## src/pkg/swc_pkg.sv

```systemverilog
// Package for the standby and wakeup control block: register offsets,
// field positions, reset values and timing counts.
// Assumes an 8-bit special-function-register bus with byte offsets.
package swc_pkg;

  // Register offsets on the SFR bus
  localparam logic [7:0] SWC_ADDR_POWER_CTRL_MISC = 8'h87;
  localparam logic [7:0] SWC_ADDR_STANDBY_ENTRY = 8'hA4;
  localparam logic [7:0] SWC_ADDR_WAKEUP_CONFIG = 8'hA5;
  localparam logic [7:0] SWC_ADDR_RESET_CAUSE = 8'hB1;

  // Reset values
  localparam logic [7:0] SWC_RST_POWER_CTRL_MISC = 8'h00;
  localparam logic [7:0] SWC_RST_WAKEUP_CONFIG = 8'h00;

  // Field positions
  localparam int SWC_BIT_SLOW_CLK = 3;
  localparam int SWC_BIT_WATCHDOG_CAUSE = 0;
  localparam int SWC_BIT_BAUD_DOUBLE = 7;
  localparam int SWC_BIT_PROG_WRITE = 4;
  localparam int SWC_FLD_RADIO_LSB = 6;
  localparam int SWC_FLD_WAKE_LSB = 4;
  localparam int SWC_FLD_BUS_IRQ_LSB = 2;
  localparam int SWC_FLD_BUS_RESUME_LSB = 0;

  // Read-write mask of the power control register: bits 7:2
  localparam logic [7:0] SWC_MASK_POWER_CTRL_MISC = 8'hFC;

  // Wakeup field codes
  localparam logic [1:0] SWC_WAKE_IF_ENABLED = 2'h0;
  localparam logic [1:0] SWC_WAKE_ALWAYS = 2'h2;
  localparam logic [1:0] SWC_WAKE_IGNORE = 2'h3;

  // Clock rates and slow-clock divider
  localparam int SWC_SYS_CLK_HZ = 200_000_000;
  localparam int SWC_OSC_HZ = 16_000_000;
  localparam int SWC_SLOW_CLK_HZ = 32_000;
  // System cycles per half period of the slow clock
  localparam int SWC_SLOW_HALF_CYC = SWC_SYS_CLK_HZ / (2 * SWC_SLOW_CLK_HZ);
  localparam int SWC_SLOW_CNT_W = 12;

  // MCU power state
  typedef enum logic [0:0] {
    SWC_ST_ACTIVE = 1'b0,
    SWC_ST_STANDBY = 1'b1
  } swc_state_e;

endpackage : swc_pkg

```

## src/core/swc_slow_clock.sv

```systemverilog
// Slow 32 kHz clock generator, a square wave derived from the system clock
// that stands in for the always-running oscillator.
// Assumes the system clock never stops, unlike the MCU clock.
`timescale 1ns/10ps
`default_nettype none
module swc_slow_clock (
  input wire logic i_clk_sys,
  input wire logic i_reset,
  output logic o_slow_clock_32k
);
  import swc_pkg::*;

  logic [SWC_SLOW_CNT_W-1:0] cnt_q; // Half-period counter
  logic slow_q; // Slow clock level

  // Divider: toggle every half period
  always_ff @(posedge i_clk_sys) begin
    if (i_reset) begin
      cnt_q <= '0;
      slow_q <= 1'b0;
    end else if (cnt_q == SWC_SLOW_CNT_W'(SWC_SLOW_HALF_CYC - 1)) begin
      cnt_q <= '0;
      slow_q <= ~slow_q;
    end else begin
      cnt_q <= cnt_q + SWC_SLOW_CNT_W'(1);
    end
  end

  assign o_slow_clock_32k = slow_q;
endmodule : swc_slow_clock
`default_nettype wire

```

## src/core/swc_wake_gate.sv

```systemverilog
// Gate for one wakeup source under its two-bit configuration field.
// Assumes the event is a one-cycle pulse on the system clock.
`timescale 1ns/10ps
`default_nettype none
module swc_wake_gate (
  input wire logic [1:0] i_mode,
  input wire logic i_enable,
  input wire logic i_event,
  output logic o_wake
);
  import swc_pkg::*;

  // Reserved code 01 is treated as ignore, the safe reading
  always_comb begin
    case (i_mode)
      SWC_WAKE_IF_ENABLED: o_wake = i_event & i_enable;
      SWC_WAKE_ALWAYS: o_wake = i_event;
      default: o_wake = 1'b0;
    endcase
  end
endmodule : swc_wake_gate

```

## src/core/swc_standby_wakeup.sv

```systemverilog
// Standby, wakeup and reset-cause control registers of an 8051-style core.
// Assumes reset-source and event inputs are on i_clk_sys, except
// i_power_fail and i_reset_pin_n which come from pads and are synchronised.
`timescale 1ns/10ps
`default_nettype none
module swc_standby_wakeup (
  input wire logic i_clk_sys,
  input wire logic i_reset,
  input wire logic [7:0] i_addr,
  input wire logic [7:0] i_wdata,
  input wire logic i_wr,
  input wire logic i_rd,
  output logic [7:0] o_rdata,
  input wire logic i_por_reset,
  input wire logic i_reset_pin_n,
  input wire logic i_watchdog_reset,
  input wire logic i_power_fail,
  input wire logic [7:0] i_interrupt_enable_second,
  input wire logic i_radio_interrupt,
  input wire logic i_internal_wakeup_event,
  input wire logic i_bus_interrupt,
  input wire logic i_bus_resume_wake,
  input wire logic i_pin_wake,
  input wire logic i_rtc_wake,
  input wire logic i_prog_mem_wr_req,
  output logic o_sys_reset,
  output logic o_mcu_clk_run,
  output logic o_standby,
  output logic [3:0] o_irq_flag_set,
  output logic o_baud_double,
  output logic o_prog_write_mode,
  output logic o_prog_mem_wr
);
  import swc_pkg::*;

  // Interrupt-enable bit positions for the four wake sources
  localparam int IEN_RADIO = 1;
  localparam int IEN_WAKE = 5;
  localparam int IEN_BUS_IRQ = 4;
  localparam int IEN_BUS_RESUME = 3;

  logic [1:0] pin_sync_q; // Reset pin synchroniser
  logic [1:0] pfail_sync_q; // Power-fail synchroniser
  logic any_reset; // Combined reset request
  logic rst_d1_q; // Delayed combined reset for release detection
  logic wdog_seen_q; // Watchdog was the only source of this reset
  logic cause_q; // Reset cause bit
  logic [7:0] power_ctrl_q; // Power control register
  logic [7:0] wake_cfg_q; // Wakeup configuration register
  swc_state_e state_q; // MCU power state
  logic [7:0] rdata_q; // Read data
  logic [3:0] wake_hit; // Per-source gated wake
  logic [3:0] wake_evt; // Raw events
  logic [3:0] wake_en; // Matching interrupt enables
  logic slow_clk; // Slow clock level
  logic wr_standby; // Write of standby register with nonzero code
  logic wake_any; // Any wake request

  // Decode shared by read and write paths
  function automatic logic addr_is(input logic [7:0] a, input logic [7:0] ref_a);
    addr_is = (a == ref_a);
  endfunction : addr_is

  // Pad inputs pass two flops before use; the first stage feeds only the second
  always_ff @(posedge i_clk_sys) begin
    pin_sync_q <= {pin_sync_q[0], ~i_reset_pin_n};
    pfail_sync_q <= {pfail_sync_q[0], i_power_fail};
  end

  // Every source drives the same reset; only i_reset also restarts the slow clock divider
  assign any_reset = i_reset | i_por_reset | pin_sync_q[1] | i_watchdog_reset;
  assign o_sys_reset = any_reset;

  // Track reset release and whether the watchdog was the only source
  always_ff @(posedge i_clk_sys) begin
    rst_d1_q <= any_reset;
  end

  // Watchdog memory during a reset; a later non-watchdog reset clears it
  always_ff @(posedge i_clk_sys) begin
    if (any_reset && !rst_d1_q) begin
      wdog_seen_q <= i_watchdog_reset & ~(i_reset | i_por_reset | pin_sync_q[1]);
    end else if (any_reset) begin
      if (i_reset || i_por_reset || pin_sync_q[1]) begin
        wdog_seen_q <= 1'b0; // Other source wins the cause
      end
    end
  end

  // Cause bit is caught at release and then held until the next reset is released
  always_ff @(posedge i_clk_sys) begin
    if (!any_reset && rst_d1_q) begin
      cause_q <= wdog_seen_q;
    end
  end

  // Power control register; reserved low bits are never stored
  always_ff @(posedge i_clk_sys) begin
    if (any_reset) begin
      power_ctrl_q <= SWC_RST_POWER_CTRL_MISC;
    end else if (i_wr && addr_is(i_addr, SWC_ADDR_POWER_CTRL_MISC)) begin
      power_ctrl_q <= i_wdata & SWC_MASK_POWER_CTRL_MISC;
    end
  end

  // Wakeup configuration register, all eight bits read-write
  always_ff @(posedge i_clk_sys) begin
    if (any_reset) begin
      wake_cfg_q <= SWC_RST_WAKEUP_CONFIG;
    end else if (i_wr && addr_is(i_addr, SWC_ADDR_WAKEUP_CONFIG)) begin
      wake_cfg_q <= i_wdata;
    end
  end

  // Outputs steered by the power control register
  assign o_baud_double = power_ctrl_q[SWC_BIT_BAUD_DOUBLE];
  assign o_prog_write_mode = power_ctrl_q[SWC_BIT_PROG_WRITE];
  // Write strobe to program memory is dropped while supply is failing
  assign o_prog_mem_wr = i_prog_mem_wr_req & power_ctrl_q[SWC_BIT_PROG_WRITE]
                         & ~pfail_sync_q[1];

  // Slow clock source
  swc_slow_clock u_slow (
    .i_clk_sys(i_clk_sys),
    .i_reset(i_reset),
    .o_slow_clock_32k(slow_clk)
  );

  // Wake sources in order: radio, internal, bus irq, bus resume
  assign wake_evt = {i_radio_interrupt, i_internal_wakeup_event,
                     i_bus_interrupt, i_bus_resume_wake};
  assign wake_en = {i_interrupt_enable_second[IEN_RADIO],
                    i_interrupt_enable_second[IEN_WAKE],
                    i_interrupt_enable_second[IEN_BUS_IRQ],
                    i_interrupt_enable_second[IEN_BUS_RESUME]};

  // One gate per source; field i sits at bits 2i+1:2i
  genvar gi;
  generate
    for (gi = 0; gi < 4; gi++) begin : g_wake
      swc_wake_gate u_gate (
        .i_mode(wake_cfg_q[2*gi+1 -: 2]),
        .i_enable(wake_en[gi]),
        .i_event(wake_evt[gi]),
        .o_wake(wake_hit[gi])
      );
    end
  endgenerate

  // Pin and timer wakes arrive already qualified by their own logic
  assign wake_any = (|wake_hit) | i_pin_wake | i_rtc_wake;

  // Request flags are raised in standby only, for gated wakes of the four sources; pin and timer wakes raise none
  assign o_irq_flag_set = (state_q == SWC_ST_STANDBY) ? wake_hit : 4'h0;

  // Nonzero code in bits 2:0 stops the core clock; zero is a no-op
  assign wr_standby = i_wr && addr_is(i_addr, SWC_ADDR_STANDBY_ENTRY)
                      && (i_wdata[2:0] != 3'h0);

  // Power state; software must have cleared pending flags first,
  // otherwise a level-held request would end standby one cycle after entry
  always_ff @(posedge i_clk_sys) begin
    if (any_reset) begin
      state_q <= SWC_ST_ACTIVE;
    end else begin
      case (state_q)
        SWC_ST_ACTIVE: begin
          if (wr_standby) begin
            state_q <= SWC_ST_STANDBY;
          end
        end
        SWC_ST_STANDBY: begin
          if (wake_any) begin
            state_q <= SWC_ST_ACTIVE;
          end
        end
        default: state_q <= SWC_ST_ACTIVE;
      endcase
    end
  end

  assign o_standby = (state_q == SWC_ST_STANDBY);
  assign o_mcu_clk_run = (state_q == SWC_ST_ACTIVE);

  // Read data, one cycle after the strobe; unmapped reads return zero
  always_ff @(posedge i_clk_sys) begin
    if (any_reset) begin
      rdata_q <= 8'h00;
    end else if (i_rd) begin
      if (addr_is(i_addr, SWC_ADDR_POWER_CTRL_MISC)) begin
        rdata_q <= power_ctrl_q;
      end else if (addr_is(i_addr, SWC_ADDR_STANDBY_ENTRY)) begin
        rdata_q <= {4'h0, slow_clk, 3'h0};
      end else if (addr_is(i_addr, SWC_ADDR_WAKEUP_CONFIG)) begin
        rdata_q <= wake_cfg_q;
      end else if (addr_is(i_addr, SWC_ADDR_RESET_CAUSE)) begin
        rdata_q <= {7'h00, cause_q};
      end else begin
        rdata_q <= 8'h00;
      end
    end else begin
      rdata_q <= 8'h00;
    end
  end

  assign o_rdata = rdata_q;
endmodule : swc_standby_wakeup
`default_nettype wire

```

## config.mk

```make
export PLATFORM = sky130hd
export DESIGN_NAME = swc_standby_wakeup
export DESIGN_NICKNAME = d
export VERILOG_FILES = /design/src/pkg/swc_pkg.sv /design/src/core/swc_slow_clock.sv /design/src/core/swc_wake_gate.sv /design/src/core/swc_standby_wakeup.sv
export SDC_FILE = /design/constraint.sdc
export NUM_CORES = 1
export LEC_CHECK = 0
export BUFFER_PORTS_ARGS = -buffer_cell sky130_fd_sc_hd__buf_2
export CAP_MARGIN = 20
export CORE_MARGIN = 2
export CORE_UTILIZATION = 45
export DETAILED_ROUTE_END_ITERATION = 12
export MAX_ROUTING_LAYER = met4
export PLACE_DENSITY = 0.72
export SETUP_SLACK_MARGIN = 0.15
export SYNTH_ARGS = -nofsm -noshare
export SYNTH_HDL_FRONTEND = slang
export SYNTH_SLANG_ARGS = --single-unit
```

## constraint.sdc

```tcl
create_clock -name i_clk_sys -period 2.6 [get_ports i_clk_sys]
set_clock_uncertainty 0.05 [all_clocks]
set_input_delay 0.26 -clock i_clk_sys [delete_from_list [all_inputs] [get_ports i_clk_sys]]
set_output_delay 0.26 -clock i_clk_sys [all_outputs]
set_load 0.01 [all_outputs]
```

* Word level (Yosys, flattened, before mapping) *
Index checks and enable logic that the tools add are counted.

word-level totals
  register bits = 43
  output and inout port bits = 18
  input bits = 39
  logic and storage cells = 77

operators by class
  reduce and logical (&&, ||, !) cells = 22
  add/subtract/negate cells = 1
  bitwise gates (word level) = 18
  equal/unequal tests = 9
  mux-type cells = 15

operators by type and width
  cell                     number
  $eq A8 B8 Y1 const B     4
  $mux W8                  3
  $add A12 B1 Y12 const B  1
  $eq A12 B12 Y1 const B   1
  $pmux W1 S2              5
  $eq A2 B2 Y1 const B     4
  $logic_not A2 Y1         4
  $reduce_or A4 Y1         2
  $and A1 B1 Y1            7
  $logic_and A1 B1 Y1      6
  $mux W1                  6
  $not A1 Y1               6
  $or A1 B1 Y1             5
  $mux W4                  1
  $reduce_bool A2 Y1       2
  $reduce_or A2 Y1         2
  $reduce_bool A3 Y1       1
  $logic_not A1 Y1         2
  $logic_or A1 B1 Y1       2
  $reduce_and A2 Y1        1

* Logic depth before layout (Yosys ltp) *
Gate-level depths: netlist (run 1).

  word-level depth = 7
  mapped depth = 7

* Cells and area by module *
Synthesis (run 1) repeated with hierarchy kept, for this count alone.

unflattened totals
  cells, all modules = 214
  area, all modules = 2015.7 sq um

modules (own cells, without submodules)
  module              cells each  times used  area an instance (sq um)
  swc_standby_wakeup  140         1           1363.8
  swc_slow_clock      66          1           586.8
  swc_wake_gate       2           4           16.3

* Worst setup path after synthesis (run 1) *
No wires, ideal clock.

  kind = register -> register
  start point = reg u_slow.cnt_q[3]
  end point = reg u_slow.cnt_q[10]
  stages on the path, launching flop included = 6
  data arrival time = 1.476 ns
  clock period less this slack = 1.640 ns
  path slack = 0.960 ns
  required time = 2.435 ns
  path buffers = 1
  cell sequence = dfxtp_1 > or4b_1 > nor4_2 > or2_2 > buf_6 > nor2_1

between the ends
  longest elaborated chain between the ends = 2

RTL lines
  what                                                     line                  RTL
  start: declaration                                       swc_slow_clock.sv:13  logic [SWC_SLOW_CNT_W-1:0] cnt_q;
  start signal: assignment                                 swc_slow_clock.sv:25  cnt_q <= cnt_q + SWC_SLOW_CNT_W'(1);
  branches (longest 2 deep; another with $add A12 B1 Y12)  n/a

Parallel ways; which one is timed is not known.
A chain may end at the register's enable or synchronous reset.

* Worst setup path in the final report (run 1) *
Ends and elaborated chain as after synthesis.

==> results.sh, run 1 <==
export IMPL_status="complete, no violations"
export IMPL_required_ns=2.72
export IMPL_grt_pass1_wl_mm=5.46
export IMPL_crit_fanout=12
export IMPL_layout_commonest_cell="buf_2"
export IMPL_grt_max_degree=19
export IMPL_cts_resized=0
export IMPL_ir_drop_uv=362
export IMPL_fin_util=0.584
export IMPL_postRouteAntennaNets=0
export IMPL_die_w_microns=66.4
export IMPL_power_leakage_nw=0.993
export IMPL_hold_viol_final=0
export IMPL_htree_levels=2
export IMPL_drv_slew=0
export IMPL_vias=1451
export IMPL_routed_via_density=4.92
export IMPL_post_route_drc_count=0
export IMPL_place_area_sq_mm=0.00206
export IMPL_place_inst=287
export IMPL_hold_class="in -> reg"
export IMPL_cts_inserted_buffers=5
export IMPL_drtIter0Drc=108
export IMPL_start_kind="flop"
export IMPL_io_pins=57
export IMPL_clock_sinks=43
export IMPL_tightestPinTransition_ns=0.586
export IMPL_first_pass_iters=4
export IMPL_layout_common_cells="buf_2, nor2_1, dfxtp_1"
export IMPL_layout_setup_ws_ns=0.831
export IMPL_syn_area_sq_mm=0.00175
export IMPL_gp_congestion=0.783
export IMPL_final_cells=295
export IMPL_dieArea_sq_mm=0.00441
export IMPL_swShare=0.209
export IMPL_syn_avg_cell_area_sq_um=9.18
export IMPL_ctsHoldBuffers=0
export IMPL_powerDensity_mw_per_mm2=577
export IMPL_max_cap_violations=0
export IMPL_finish_instance_area_sq_mm=0.00217
export IMPL_fin_crit_ns=1.77
export IMPL_comb_power_share=0.052
export IMPL_crit_type="reg -> reg"
export IMPL_ys_warn_count=0
export IMPL_synth_edff_count=2
export IMPL_cts_buffer_depth=2
export IMPL_die_h_microns=66.4
export IMPL_final_setup_viol_count=0
export IMPL_clk_pin_slew_ns=0.08
export IMPL_dp_hpwl_mm=2.47
export IMPL_core_area_sq_mm=0.00372
export IMPL_drive_above_1_share=0.259
export IMPL_io_buffers=52
export IMPL_clock_fmax_mhz=565
export IMPL_row_count=22
export IMPL_slew_headroom=0.608
export IMPL_syn2layout_area_growth_pct=23.6
export IMPL_p_seq_frac=0.541
export IMPL_synthFlopType="dfxtp_1"
export IMPL_route_detailed_wl_per_inst_microns=11.3
export IMPL_internal_power_w=0.000990
export IMPL_dp_slack_ns=0.815
export IMPL_yosysUniqueCellTypes=33
export IMPL_pwr_share_clk=0.407
export IMPL_end_kind="flop"
export IMPL_synth_nets=232
export IMPL_num_nets_final=287
export IMPL_p_switching_w=0.000261
export IMPL_worstSkewPairLatency_ns=0.29
export IMPL_grt_overflow=0
export IMPL_cts_setup_buffers=0
export IMPL_seq_area_frac_synth=0.502
export IMPL_min_period_over_period=0.680
export IMPL_antenna_found_initial=0
export IMPL_rsz0062_at_grt="no"
export IMPL_ctsRootBufferMaster="clkbuf_8"
export IMPL_grtUsageTotal=0.170
export IMPL_cts_tree="built"
export IMPL_arrival_ns=1.89
export IMPL_synth_seq_cells=43
export IMPL_num_fill_cells=356
export IMPL_fin_setup_tns_ns=0
export IMPL_grt_pass1_vias=1285
export IMPL_start_util=0.472
export IMPL_synthArstFlopShare=0
export IMPL_synth_cells=191
export IMPL_routed_wl_mm=3.32
export IMPL_antenna_cells=0
==> path summary, 6_finish.rpt <==
check	depth (start not counted)	slack (ns)	start	to
max	4	0.83	u_slow.cnt_q[3]	u_slow.cnt_q[10]
min	1	0.02	i_power_fail	pfail_sync_q[0]
max reg2reg	4	0.83	u_slow.cnt_q[3]	u_slow.cnt_q[10]
min reg2reg	0	0.28	pfail_sync_q[0]	pfail_sync_q[1]
==> power groups by stage <==
stage / logic (W) / clock network (W) / registers [W]
after floorplan: 0.0000318 / 0 / 0.000691
after global placement: 0.0000644 / 0 / 0.000692
after detailed placement: 0.0000654 / 0 / 0.000692
after CTS: 0.0000659 / 0.000523 / 0.000676
after global routing: 0.0000743 / 0.000548 / 0.000678
final: 0.0000653 / 0.000509 / 0.000676
==> per-stage QoR <==
| stage | hold slack [ns] | power [W] |
|---|---|---|
| final | 0.0199 | 0.00125 |
| after floorplan | 0.238 | 0.000723 |
| after global placement | 0.260 | 0.000756 |
| after detailed placement | 0.264 | 0.000757 |
| after CTS | 0.0126 | 0.00127 |
| after global routing | 0.0107 | 0.00130 |
==> cells by family (layout without fill, tap and decap cells) <==
group / count (synthesis) / count (layout) / share of synthesized area
and+or+nand+nor: 91 / 91 / 0.257
DFF: 43 / 43 / 0.502
buffers and inverters: 16 / 72 / 0.0385
AOI/OAI and AO/OA: 14 / 14 / 0.0535
muxes: 14 / 14 / 0.0799
xor gates and xnor gates: 11 / 11 / 0.0549
adders and majority gates: 2 / 2 / 0.0143
==> flip-flops by register name (all words and copies together), names as in the netlist <==
name / cells
u_slow.cnt_q: 12
o_rdata: 8
wake_cfg_q: 8
power_ctrl_q: 6
pfail_sync_q: 2
pin_sync_q: 2
cause_q: 1
o_standby: 1
rst_d1_q: 1
u_slow.o_slow_clock_32k: 1
wdog_seen_q: 1
==> per-layer routing <==
metal	global-route usage	up-vias	wire (microns)
li1	-	759	-
met1	0.197	640	1510
met2	0.279	46	1570
met3	0.0443	6	194
met4	0.0689	0	51
met5	-	-	0
==> worst max-delay path, stage by stage (launching register included) <==
cell	delay, ns
dfxtp_1	0.34
or4b_1	0.54
nor4_2	0.33
or2_2	0.31
nor2_1	0.08
==> layout make-up <==
| cell class | count | area, sq um | share of cell area |
|---|---|---|---|
| Sequential cell | 43 | 881 | 0.406 |
| Multi-Input combinational cell | 132 | 806 | 0.372 |
| Timing Repair Buffer | 53 | 268 | 0.123 |
| Clock buffer | 5 | 68.8 | 0.0317 |
| Tap cell | 48 | 60.1 | 0.0277 |
| Clock inverter | 3 | 43.8 | 0.0202 |
| Inverter | 11 | 41.3 | 0.0190 |
==> cells in the mapped netlist (2+ instances only) <==
| master | n | area share |
|---|---|---|
| a21oi_1 | 5 | 0.014 |
| a22oi_1 | 5 | 0.021 |
| and3_1 | 4 | 0.014 |
| and4_1 | 3 | 0.015 |
| clkbuf_1 | 4 | 0.0086 |
| dfxtp_1 | 41 | 0.47 |
| edfxtp_1 | 2 | 0.034 |
| ha_1 | 2 | 0.014 |
| inv_1 | 11 | 0.024 |
| mux2i_1 | 14 | 0.080 |
| nand2_1 | 11 | 0.024 |
| nand3_1 | 6 | 0.017 |
| nand4_1 | 5 | 0.018 |
| nor2_1 | 42 | 0.090 |
| nor2b_1 | 3 | 0.011 |
| nor3_1 | 6 | 0.017 |
| nor4_1 | 2 | 0.0071 |
| xnor2_1 | 5 | 0.025 |
| xor2_1 | 6 | 0.030 |
(Power assumes the default switching activity.)
==> run 2: changes to the inputs <==
Settings changed: ABC_AREA set to 1, PLACE_DENSITY 0.72 to 0.7.
Clock period 2.6 ns to 1.7 ns, I/O delays scaled along.
==> results.sh, run 2 <==
export IMPL_io_pins=57
export IMPL_grt_pass1_wl_mm=7.16
export IMPL_use_met3=0.0387
export IMPL_grt_pass1_vias=1641
export IMPL_use_met2=0.292
export IMPL_synthFlopType="dfxtp_1"
export IMPL_place_area_sq_mm=0.00241
export IMPL_crit_type="reg -> out"
export IMPL_p_total_w=0.00200
export IMPL_finish_instance_area_sq_mm=0.00254
export IMPL_synth_top_cell_area_share=0.384
export IMPL_max_cap_violations=0
export IMPL_syn_area_sq_mm=0.00214
export IMPL_top_register="u_slow.cnt_q"
export IMPL_r2r_setup_slack_ns=0.31
export IMPL_tightestPinTransition_ns=0.478
export IMPL_ys_warn_count=0
export IMPL_worstRegToRegCells=7
export IMPL_row_count=25
export IMPL_drtIter0Drc=111
export IMPL_antenna_found_initial=0
export IMPL_worstSkewPairLatency_ns=0.29
export IMPL_seq_area_frac_synth=0.412
export IMPL_gp_congestion=0.847
export IMPL_synthArstFlopShare=0
export IMPL_synth_seq_cells=43
export IMPL_ff_latch_area_sq_um=881
export IMPL_worstHoldStart="i_wdata[5]"
export IMPL_grt_overflow=0
export IMPL_htree_levels=2
export IMPL_synth_nets=350
export IMPL_yosysUniqueCellTypes=28
export IMPL_grtUsageTotal=0.177
export IMPL_status="complete, no violations"
export IMPL_layout_commonest_cell="nand2_1"
export IMPL_post_route_drc_count=0
export IMPL_arrival_ns=1.23
export IMPL_synthTopCellsByArea="dfxtp_1, nand2_1, nor2_1"
export IMPL_ir_drop_uv=487
export IMPL_drive_above_1_share=0.214
export IMPL_synth_commonest_cells="nand2_1, nor2_1, inv_1"
export IMPL_die_h_microns=72.9
export IMPL_io_buffers=52
export IMPL_multi_input_area_sq_um=983
export IMPL_power_leakage_nw=1.20
export IMPL_clock_fmax_mhz=689
export IMPL_fin_util=0.546
export IMPL_grt_max_degree=22
export IMPL_routed_via_density=4.64
export IMPL_holdPathEnd="power_ctrl_q[5]"
export IMPL_cts_buffer_depth=2
export IMPL_synth_cells=309
export IMPL_syn_avg_cell_area_sq_um=6.92
export IMPL_ctsRootBufferMaster="clkbuf_8"
export IMPL_hold_class="in -> reg"
export IMPL_drv_slew=0
export IMPL_required_ns=1.48
export IMPL_start_kind="flop"
export IMPL_dieArea_sq_mm=0.00532
export IMPL_antenna_cells=0
export IMPL_num_fill_cells=438
export IMPL_r2r_start="u_slow.cnt_q[0]"
export IMPL_layout_common_cells="nand2_1, nor2_1, inv_1"
export IMPL_final_setup_viol_count=0
export IMPL_synth_edff_count=2
export IMPL_crit_fanout=6
export IMPL_end_kind="primary output"
export IMPL_clock_sinks=43
export IMPL_fin_setup_tns_ns=0
export IMPL_routed_wl_mm=4.34
export IMPL_busiest_layer="met2"
export IMPL_clk_pin_slew_ns=0.08
export IMPL_yosysTopAreaCell="dfxtp_1"
export IMPL_cts_inserted_buffers=5
export IMPL_rsz0062_at_grt="no"
export IMPL_min_delay_path_depth=3
export IMPL_whs_ns=0.0705
export IMPL_use_met1=0.216
export IMPL_cts_tree="built"
export IMPL_cts_resized=0
export IMPL_fin_crit_ns=1.45
export IMPL_num_nets_final=405
export IMPL_die_w_microns=72.9
export IMPL_slew_headroom=0.680
export IMPL_syn2layout_area_growth_pct=19.1
export IMPL_postRouteAntennaNets=0
export IMPL_hold_viol_final=0
export IMPL_powerDensity_mw_per_mm2=785
export IMPL_dp_hpwl_mm=3.33
export IMPL_route_detailed_wl_per_inst_microns=10.4
export IMPL_first_pass_iters=4
export IMPL_largest_reg_flops=12
export IMPL_vias=1946
export IMPL_synth_most_common_cell="nand2_1"
export IMPL_reg2reg_to="u_slow.cnt_q[5]"
export IMPL_min_period_over_period=0.854
export IMPL_core_area_sq_mm=0.00466
export IMPL_start_util=0.459
[run 2: timing repair]
action                    in CTS  in global routing
hold endpoints to repair       2                  0
setup buffers                  0                  0
hold buffers                   2                  0
[run 2: layout make-up]
cell class | count | share of cell area
inverter | 57 | 0.0846
clock buffer | 6 | 0.0324
multi-input combinational | 203 | 0.386
sequential | 43 | 0.346
timing repair buffer | 54 | 0.110
tap | 54 | 0.0265
clock inverter | 2 | 0.0138
[run 2: logic make-up after synthesis]
group | after synthesis | share of synthesized area
simple gates | 183 | 0.397
buf+inv | 63 | 0.128
flops | 43 | 0.412
compound gates | 13 | 0.0310
xor+xnor | 5 | 0.0205
fa+ha+maj | 2 | 0.0117
[run 2: worst max-delay path, cell delays in order (launching register included)]
cell and delay, ns:
dfxtp_1 0.36, inv_1 0.12, nor3_1 0.29, buf_2 0.19
[run 2: routing by layer]
layer  wire length (microns)  part of all wire  up-vias
met5                       0                 0        -
met4                      46             0.011        0
met3                     139             0.032        4
met2                    2090              0.48       28
met1                    2070              0.48      849
li1                        -                 -     1065
[run 2: worst max-delay path by stage]
stage	startpoint	end	slack, ns	depth (start not counted)
6_report	o_standby	o_irq_flag_set[0]	0.25	3
5_1_grt	u_slow.cnt_q[0]	u_slow.cnt_q[5]	0.17	7
4_1_cts	wake_cfg_q[7]	o_irq_flag_set[3]	0.24	4
3_5_place_dp	i_addr[6]	wake_cfg_q[4]	0.31	8
3_3_place_gp	u_slow.cnt_q[0]	u_slow.cnt_q[6]	0.30	7
2_1_floorplan	u_slow.cnt_q[0]	u_slow.cnt_q[5]	0.51	7
[run 2: power by group]
group | internal [W] | switching [W] | leakage, nW
Clock | 0.000476 | 0.000342 | 0.0612
Sequential | 0.00103 | 0.00000743 | 0.353
Combinational | 0.0000596 | 0.0000874 | 0.786
[run 2: per-stage QoR]
stage,setup slack [ns],cells
after CTS,0.236,419
after global routing,0.169,419
after global placement,0.305,409
final,0.249,419
after detailed placement,0.308,409
after floorplan,0.508,309
